File: src/design/spms_pkg.sv
package spms_pkg;

    // ****************************************
    // register byte offsets
    // ****************************************
    localparam logic [7:0] A_CTRL = 8'h00;
    localparam logic [7:0] A_STAT = 8'h04;
    localparam logic [7:0] A_DATA = 8'h08;
    localparam logic [7:0] A_PINS = 8'h0c;

    // ****************************************
    // field positions
    // ****************************************
    localparam int B_IE       = 7;
    localparam int B_EN       = 6;
    localparam int B_LSB      = 5;
    localparam int B_MST      = 4;
    localparam int B_CLOCK_IDLE_HIGH     = 3;
    localparam int B_SAMPLE_ON_TRAILING     = 2;
    localparam int B_TRANSFER_DONE_FLAG     = 7;
    localparam int B_WRITE_COLLISION_FLAG     = 6;
    localparam int B_DBL      = 0;
    localparam int B_MOSI_DIR = 0;
    localparam int B_MISO_DIR = 1;
    localparam int B_SCK_DIR  = 2;
    localparam int B_SS_DIR   = 3;
    localparam int B_SS_LVL   = 4;

    // ****************************************
    // reset values and counts
    // ****************************************
    localparam logic [7:0] CTRL_RST  = 8'h00;
    localparam logic [4:0] PINS_RST  = 5'h10;
    localparam logic [3:0] BITS_LAST = 4'h7;
    localparam logic [4:0] EDGE_LAST = 5'h0f;
    localparam int DIV_NORM [4] = '{4, 16, 64, 128};
    localparam int DIV_DBL  [4] = '{2, 8, 32, 64};

    typedef enum logic [1:0] {
        ST_IDLE = 2'b01,
        ST_XFER = 2'b10
    } spms_st_t;

endpackage

File: src/design/spms_rate_div.sv
`timescale 1ns/100ps
module spms_rate_div #(
    parameter int CNT_W = 7
) (
    // clock and reset
    input  wire logic       i_clk,
    input  wire logic       i_rst,
    // control
    input  wire logic       i_run,
    input  wire logic [1:0] i_rate,
    input  wire logic       i_dbl,
    // half-period enable
    output logic            o_tick
);

    logic [CNT_W-1:0] cnt_reg;
    logic [CNT_W-1:0] half;

    // half a serial clock period in system cycles
    always_comb begin
        if (i_dbl) begin
            half = CNT_W'(spms_pkg::DIV_DBL[i_rate] / 2);
        end else begin
            half = CNT_W'(spms_pkg::DIV_NORM[i_rate] / 2);
        end
    end

    assign o_tick = i_run && (cnt_reg == half - CNT_W'(1));

    always_ff @(posedge i_clk) begin
        if (i_rst || !i_run || o_tick) begin
            cnt_reg <= '0;
        end else begin
            cnt_reg <= cnt_reg + CNT_W'(1);
        end
    end

endmodule

File: src/design/spms_port.sv
// Implementation choices: the AHB-Lite register port and the register offsets.
`timescale 1ns/100ps
// ****************************************
// ****************************************
module spms_port (
    // clock and reset
    input  wire logic        I_SYS_CLK,
    input  wire logic        I_RST,
    // ahb-lite slave
    input  wire logic        I_HSEL,
    input  wire logic [31:0] I_HADDR,
    input  wire logic [1:0]  I_HTRANS,
    input  wire logic        I_HWRITE,
    input  wire logic [2:0]  I_HSIZE,
    input  wire logic [31:0] I_HWDATA,
    input  wire logic        I_HREADY,
    output logic      [31:0] O_HRDATA,
    output logic             O_HREADYOUT,
    output logic             O_HRESP,
    // cpu interrupt side
    input  wire logic        I_GLOBAL_IRQ_EN,
    input  wire logic        I_IRQ_ACK,
    output logic             O_IRQ,
    // serial pins
    input  wire logic        I_SCK_IN,
    output logic             O_SCK_OUT,
    output logic             O_SCK_OE,
    input  wire logic        I_MOSI_IN,
    output logic             O_MOSI_OUT,
    output logic             O_MOSI_OE,
    input  wire logic        I_MISO_IN,
    output logic             O_MISO_OUT,
    output logic             O_MISO_OE,
    input  wire logic        I_SS_N_IN,
    output logic             O_SS_N_OUT,
    output logic             O_SS_N_OE
);

    logic [7:0]       ctrl_reg;
    logic             dbl_reg;
    logic [4:0]       pins_reg;
    logic             transfer_done_flag_reg;
    logic             write_collision_flag_reg;
    logic             arm_reg;
    logic [7:0]       sh_reg;
    logic [7:0]       rxbuf_reg;
    logic             out_bit_reg;
    logic [3:0]       cnt_reg;
    logic [4:0]       edge_reg;
    logic             sck_in_q;
    logic             ph_wr_reg;
    logic             ph_rd_reg;
    logic [7:0]       ph_addr_reg;
    spms_pkg::spms_st_t st_reg;

    // ****************************************
    // ahb-lite register access
    // ****************************************
    logic acc;
    logic wr_ctrl;
    logic wr_stat;
    logic wr_data;
    logic wr_pins;
    logic rd_stat;
    logic rd_data;
    logic data_acc;
    logic [31:0] rd_mux;

    assign acc      = I_HSEL && I_HTRANS[1] && I_HREADY;
    assign wr_ctrl  = ph_wr_reg && ph_addr_reg == spms_pkg::A_CTRL;
    assign wr_stat  = ph_wr_reg && ph_addr_reg == spms_pkg::A_STAT;
    assign wr_data  = ph_wr_reg && ph_addr_reg == spms_pkg::A_DATA;
    assign wr_pins  = ph_wr_reg && ph_addr_reg == spms_pkg::A_PINS;
    assign rd_stat  = ph_rd_reg && ph_addr_reg == spms_pkg::A_STAT;
    assign rd_data  = ph_rd_reg && ph_addr_reg == spms_pkg::A_DATA;
    assign data_acc = wr_data || rd_data;

    always_comb begin
        unique case (ph_addr_reg)
            spms_pkg::A_CTRL: rd_mux = {24'h000000, ctrl_reg};
            spms_pkg::A_STAT: rd_mux = {24'h000000, transfer_done_flag_reg, write_collision_flag_reg, 5'h00, dbl_reg};
            spms_pkg::A_DATA: rd_mux = {24'h000000, rxbuf_reg};
            spms_pkg::A_PINS: rd_mux = {27'h0000000, pins_reg};
            default:          rd_mux = 32'h00000000;
        endcase
    end

    // reads take one wait state so a preceding write is visible
    always_ff @(posedge I_SYS_CLK) begin
        if (I_RST) begin
            ph_wr_reg   <= 1'b0;
            ph_rd_reg   <= 1'b0;
            ph_addr_reg <= 8'h00;
            O_HREADYOUT <= 1'b1;
            O_HRDATA    <= 32'h00000000;
            O_HRESP     <= 1'b0;
        end else begin
            ph_wr_reg   <= acc && I_HWRITE;
            ph_rd_reg   <= acc && !I_HWRITE;
            O_HREADYOUT <= !(acc && !I_HWRITE);
            if (acc) begin
                ph_addr_reg <= {I_HADDR[7:2], 2'b00};
            end
            if (ph_rd_reg) begin
                O_HRDATA <= rd_mux;
            end
        end
    end

    // ****************************************
    // mode decode
    // ****************************************
    logic en;
    logic clock_idle_high;
    logic sample_on_trailing;
    logic lsbf;
    logic is_mst;
    logic is_slv;
    logic slv_act;
    logic ss_fault;
    logic busy;
    logic start;
    logic tick;

    assign en       = ctrl_reg[spms_pkg::B_EN];
    assign clock_idle_high     = ctrl_reg[spms_pkg::B_CLOCK_IDLE_HIGH];
    assign sample_on_trailing     = ctrl_reg[spms_pkg::B_SAMPLE_ON_TRAILING];
    assign lsbf     = ctrl_reg[spms_pkg::B_LSB];
    assign is_mst   = en && ctrl_reg[spms_pkg::B_MST];
    assign is_slv   = en && !ctrl_reg[spms_pkg::B_MST];
    assign slv_act  = is_slv && !I_SS_N_IN;
    assign ss_fault = is_mst && !pins_reg[spms_pkg::B_SS_DIR] && !I_SS_N_IN;
    assign busy     = is_mst ? (st_reg == spms_pkg::ST_XFER) : (cnt_reg != 4'h0);
    assign start    = wr_data && is_mst && !busy;

    spms_rate_div #(
        .CNT_W (7)
    ) u_div (
        .i_clk  (I_SYS_CLK),
        .i_rst  (I_RST),
        .i_run  (is_mst && st_reg == spms_pkg::ST_XFER && !ss_fault),
        .i_rate (ctrl_reg[1:0]),
        .i_dbl  (dbl_reg),
        .o_tick (tick)
    );

    // ****************************************
    // serial clock edges and shifting
    // ****************************************
    logic lead_e;
    logic trail_e;
    logic samp_e;
    logic shft_e;
    logic din;
    logic tx_bit;
    logic done_e;
    logic [7:0] sh_next;

    always_comb begin
        if (is_mst) begin
            lead_e  = tick && !edge_reg[0];
            trail_e = tick && edge_reg[0];
        end else begin
            lead_e  = slv_act && sck_in_q == clock_idle_high && I_SCK_IN != clock_idle_high;
            trail_e = slv_act && sck_in_q != clock_idle_high && I_SCK_IN == clock_idle_high;
        end
    end

    assign samp_e  = sample_on_trailing ? trail_e : lead_e;
    assign shft_e  = sample_on_trailing ? lead_e : trail_e;
    assign din     = is_mst ? I_MISO_IN : I_MOSI_IN;
    assign tx_bit  = lsbf ? sh_reg[0] : sh_reg[7];
    assign sh_next = lsbf ? {din, sh_reg[7:1]} : {sh_reg[6:0], din};
    assign done_e  = samp_e && cnt_reg == spms_pkg::BITS_LAST;

    always_ff @(posedge I_SYS_CLK) begin
        if (I_RST) begin
            sck_in_q <= 1'b0;
        end else begin
            sck_in_q <= I_SCK_IN;
        end
    end

    always_ff @(posedge I_SYS_CLK) begin
        if (I_RST) begin
            st_reg   <= spms_pkg::ST_IDLE;
            edge_reg <= 5'h00;
            O_SCK_OUT <= 1'b0;
        end else begin
            unique case (st_reg)
                spms_pkg::ST_IDLE: begin
                    O_SCK_OUT <= clock_idle_high;
                    edge_reg  <= 5'h00;
                    if (start) begin
                        st_reg <= spms_pkg::ST_XFER;
                    end
                end
                spms_pkg::ST_XFER: begin
                    if (ss_fault || !is_mst) begin
                        st_reg <= spms_pkg::ST_IDLE;
                    end else if (tick) begin
                        O_SCK_OUT <= ~O_SCK_OUT;
                        edge_reg  <= edge_reg + 5'h01;
                        if (edge_reg == spms_pkg::EDGE_LAST) begin
                            st_reg <= spms_pkg::ST_IDLE;
                        end
                    end
                end
            endcase
        end
    end

    always_ff @(posedge I_SYS_CLK) begin
        if (I_RST) begin
            cnt_reg <= 4'h0;
        end else if ((is_slv && I_SS_N_IN) || ss_fault || start || !en) begin
            cnt_reg <= 4'h0;
        end else if (samp_e) begin
            cnt_reg <= done_e ? 4'h0 : cnt_reg + 4'h1;
        end
    end

    always_ff @(posedge I_SYS_CLK) begin
        if (I_RST) begin
            sh_reg      <= 8'h00;
            out_bit_reg <= 1'b0;
        end else if (wr_data && !busy) begin
            sh_reg      <= I_HWDATA[7:0];
            out_bit_reg <= lsbf ? I_HWDATA[0] : I_HWDATA[7];
        end else begin
            if (samp_e) begin
                sh_reg <= sh_next;
            end
            if (shft_e || !busy) begin
                out_bit_reg <= tx_bit;
            end
        end
    end

    always_ff @(posedge I_SYS_CLK) begin
        if (I_RST) begin
            rxbuf_reg <= 8'h00;
        end else if (done_e) begin
            rxbuf_reg <= sh_next;
        end
    end

    // ****************************************
    // control, status and flags
    // ****************************************
    always_ff @(posedge I_SYS_CLK) begin
        if (I_RST) begin
            ctrl_reg <= spms_pkg::CTRL_RST;
            dbl_reg  <= 1'b0;
            pins_reg <= spms_pkg::PINS_RST;
        end else begin
            if (wr_ctrl) begin
                ctrl_reg <= I_HWDATA[7:0];
            end
            if (ss_fault) begin
                ctrl_reg[spms_pkg::B_MST] <= 1'b0;
            end
            if (wr_stat) begin
                dbl_reg <= I_HWDATA[spms_pkg::B_DBL];
            end
            if (wr_pins) begin
                pins_reg <= I_HWDATA[4:0];
            end
        end
    end

    // hardware set wins over any clear in the same cycle
    always_ff @(posedge I_SYS_CLK) begin
        if (I_RST) begin
            transfer_done_flag_reg <= 1'b0;
            write_collision_flag_reg <= 1'b0;
            arm_reg  <= 1'b0;
        end else begin
            if (rd_stat && (transfer_done_flag_reg || write_collision_flag_reg)) begin
                arm_reg <= 1'b1;
            end else if (data_acc) begin
                arm_reg <= 1'b0;
            end
            if (done_e || ss_fault) begin
                transfer_done_flag_reg <= 1'b1;
            end else if (I_IRQ_ACK || (data_acc && arm_reg)) begin
                transfer_done_flag_reg <= 1'b0;
            end
            if (wr_data && busy) begin
                write_collision_flag_reg <= 1'b1;
            end else if (data_acc && arm_reg) begin
                write_collision_flag_reg <= 1'b0;
            end
        end
    end

    // ****************************************
    // pin drivers and interrupt
    // ****************************************
    assign O_MOSI_OUT = out_bit_reg;
    assign O_MISO_OUT = out_bit_reg;

    always_ff @(posedge I_SYS_CLK) begin
        if (I_RST) begin
            O_SCK_OE   <= 1'b0;
            O_MOSI_OE  <= 1'b0;
            O_MISO_OE  <= 1'b0;
            O_SS_N_OE  <= 1'b0;
            O_SS_N_OUT <= 1'b1;
            O_IRQ      <= 1'b0;
        end else begin
            O_SCK_OE   <= !is_slv && pins_reg[spms_pkg::B_SCK_DIR];
            O_MOSI_OE  <= !is_slv && pins_reg[spms_pkg::B_MOSI_DIR];
            O_MISO_OE  <= !is_mst && pins_reg[spms_pkg::B_MISO_DIR]
                          && !(is_slv && I_SS_N_IN);
            O_SS_N_OE  <= !is_slv && pins_reg[spms_pkg::B_SS_DIR];
            O_SS_N_OUT <= pins_reg[spms_pkg::B_SS_LVL];
            O_IRQ      <= transfer_done_flag_reg && ctrl_reg[spms_pkg::B_IE]
                          && I_GLOBAL_IRQ_EN;
        end
    end
endmodule

File: config.mk
export PLATFORM = sky130hd
export DESIGN_NAME = spms_port
export DESIGN_NICKNAME = d
export VERILOG_FILES = /design/src/design/spms_pkg.sv /design/src/design/spms_rate_div.sv /design/src/design/spms_port.sv
export SDC_FILE = /design/constraint.sdc
export NUM_CORES = 1
export LEC_CHECK = 0
export ABC_AREA = 0
export BUFFER_PORTS_ARGS = -buffer_cell sky130_fd_sc_hd__buf_2
export CAP_MARGIN = 20
export CORE_MARGIN = 2
export CORE_UTILIZATION = 30
export CTS_BUF_LIST = sky130_fd_sc_hd__clkbuf_4
export CTS_CLUSTER_DIAMETER = 200
export DETAILED_ROUTE_END_ITERATION = 6
export HOLD_SLACK_MARGIN = 0.15
export PLACE_DENSITY = 0.62
export SYNTH_ARGS = -nofsm -noshare
export SYNTH_HDL_FRONTEND = slang
export SYNTH_SLANG_ARGS = --single-unit
File: constraint.sdc
create_clock -name I_SYS_CLK -period 2.5 [get_ports I_SYS_CLK]
set_input_delay 0.5 -clock I_SYS_CLK [delete_from_list [all_inputs] [get_ports I_SYS_CLK]]
set_output_delay 0.5 -clock I_SYS_CLK [all_outputs]
set_load 0.03 [all_outputs]
==> metrics.yaml <==
detailed_routing:
  vias: 3425
  antenna_left: 0
  vias_per_cell: 4.98
  drt_iter0_markers: 224
  dr.pass1.iters: 4
  wl_per_cell_um: 14.6
  drc: 0
  totalWireLength_um: 10100
timing:
  rsz0062_at_grt: "yes"
  setup_viol: 0
  post-route-min-period_ns: 2.48
  post-route-period-util_pct: 99.3
  max_freq_mhz: 403
  worstMarginPinSlew_ns: 0.554
  final_hold_viol_count: 0
  setup_ws_ns: 0.0163
  tns_ns: 0
  skew_ns: 0.0257
  relSlewSlack_pct: 63.0
  slew_violations: 0
final_layout:
  syn2layout_area_growth_pct: 18.0
  drive_gt1_share_pct: 24.6
  seq_area_um2: 1550
  final_net_count: 596
  utilization_pct: 36.6
  layout_commonest_cell: "dfxtp_1"
  layout_common_cells: "73 x dfxtp_1, 55 x nor2_1, 43 x buf_2, 35 x buf_4, 34 x mux2i_1"
  multi_input_area_um2: 2180
  num_antenna_cells: 0
  stdcell_count: 688
  fill_cells: 1339
floorplan:
  core_area_um2: 12700
  die_w_um: 119
  dieArea_um2: 14100
  row_count: 41
  ios: 123
  die_h_um: 119
  start_util_pct: 31.1
clock_network:
  clkSinkCount: 77
  clock_path_buffers: 2
  insertion_delay_ns: 0.44
  cts_tree: "built"
  cts_max_level: 3
  cts_root_buffer: "clkbuf_4"
  clk_pin_slew_ns: 0.14
  cts_hold_buf: 0
  numCtsBuffers: 9
critical_path:
  cp_max_fo: 6
  worstSetupPathType: "reg -> reg"
  cp-end-kind: "register"
  cp_data_arrival_time_ns: 2.86
  cp-start-kind: "register"
  cp.required_ns: 2.88
  ff2ff_setup_slack_ns: 0.02
power:
  power_per_cell_area_nw_per_um2: 470
  power_leakage_nw: 1.82
  ir_drop_uv: 321
placed_design:
  hpwl_um: 7390
  dp_cells: 670
  port_buffers: 43
  place_ws_ns: -0.195
  gp_congestion: 0.796
grt:
  grt_first_pass_wirelength_um: 16200
  track_usage_pct: 14.1
  grt_pass1_vias: 3249
  grt_overflow_total: 0
  grt_start_max_net_pins: 55
  antenna_found_initial: 0
yosys:
  syn_area_per_cell_um2: 8.78
  ys_seq_area_share_pct: 39.0
  postSynthCellCount: 450
  yosysWarnings: 0
  synth_seq_cells: 77
  syn_area_um2: 3950
  async_reset_ff_share_pct: 0
  synth_cell_types: 57
  yosys_most_used_dff: "dfxtp_1"
  synth_edf_count: 0
hold_path:
  holdCritPathClass: "in -> reg"
flow_run:
  maxCapViolCount: 0
status:
  status: "complete, no violations"
[final cells by class]
type / instances / area share, %
Multi-Input combinational cell: 329 / 46.8
Clock buffer: 9 / 1.45
Inverter: 13 / 1.05
Sequential cell: 77 / 33.2
Timing Repair Buffer: 81 / 11.4
Clock inverter: 7 / 1.53
Tap cell: 172 / 4.62
[worst max-delay path, stage by stage, from the launching register on]
cell      delay (ns)
dfxtp_2         0.34
nand2b_4        0.13
or3_4           0.38
or4_4           0.46
o31a_1          0.41
buf_6           0.17
or4_1           0.39
a21oi_1         0.14
[cell families after synthesis]
group	Yosys count	share of synthesized area, %
AOI/OAI and AO/OA	71	12.2
xor gates and xnor gates	6	1.33
adders and majority gates	5	1.58
buffers and inverters	68	9.15
DFF	77	39.0
muxes	46	13.4
other	1	0.0949
and+or+nand+nor	176	23.3
[report_power, final]
part	internal, W	total [W]	leakage [nW]	switching [W]
clock	0.000306	0.000781	0.0704	0.000475
sequential	0.00123	0.00124	0.622	0.00000564
combinational	0.0000474	0.000170	1.13	0.000123
total	0.00159	0.00219	1.82	0.000603
[worst paths after layout]
path	startpoint	endpoint	depth (start not counted)
hold reg to reg	edge_reg[4]$_SDFFE_PP0P_	edge_reg[4]$_SDFFE_PP0P_	2
setup reg to reg	st_reg[0]$_SDFFE_PP1P_	cnt_reg[2]$_SDFFE_PP0P_	7
hold / removal	I_HWRITE	ph_rd_reg$_SDFF_PP0_	2
setup / recovery	st_reg[0]$_SDFFE_PP1P_	cnt_reg[2]$_SDFFE_PP0P_	7
[through the flow]
stage	hold slack, ns	instance area [um2]	total power (W)
finish	0.228	4660	0.00219
global route	0.225	4660	0.00226
CTS	0.219	4630	0.00220
detailed placement	0.467	4470	0.00143
global placement	0.455	4470	0.00143
floorplan	0.441	4050	0.00140
[Yosys cell counts (6+ instances only)]
cell	n	area, um2
a21oi_1	15	75.1
dfxtp_1	77	1540
mux2i_1	34	340
buf_4	28	210
nor2_1	56	210
clkbuf_1	25	93.8
or3_1	6	37.5
o2111ai_1	7	61.3
inv_1	12	45.0
nor2b_1	15	93.8
nor3_1	7	35.0
nand2_1	18	67.6
nand3_1	32	160
o21ai_0	16	80.1
nand4_1	8	50.1
a22oi_1	7	52.6
mux2_4	8	120
[metal layers]
metal	vias up	global-route usage [%]	wire length (um)
met4	0	5.51	153
li1	1675	-	-
met2	88	24.0	4890
met3	11	1.45	352
met5	-	0	0
met1	1651	18.3	4660
[repair_timing]
action | in CTS | in global routing
setup endpoints to repair | 11 | 14
gates resized for setup | 1 | 10
buffers inserted | 2 | 0
pin swaps | 2 | 3
gates cloned | 0 | 0
(Power assumes the default switching activity.)
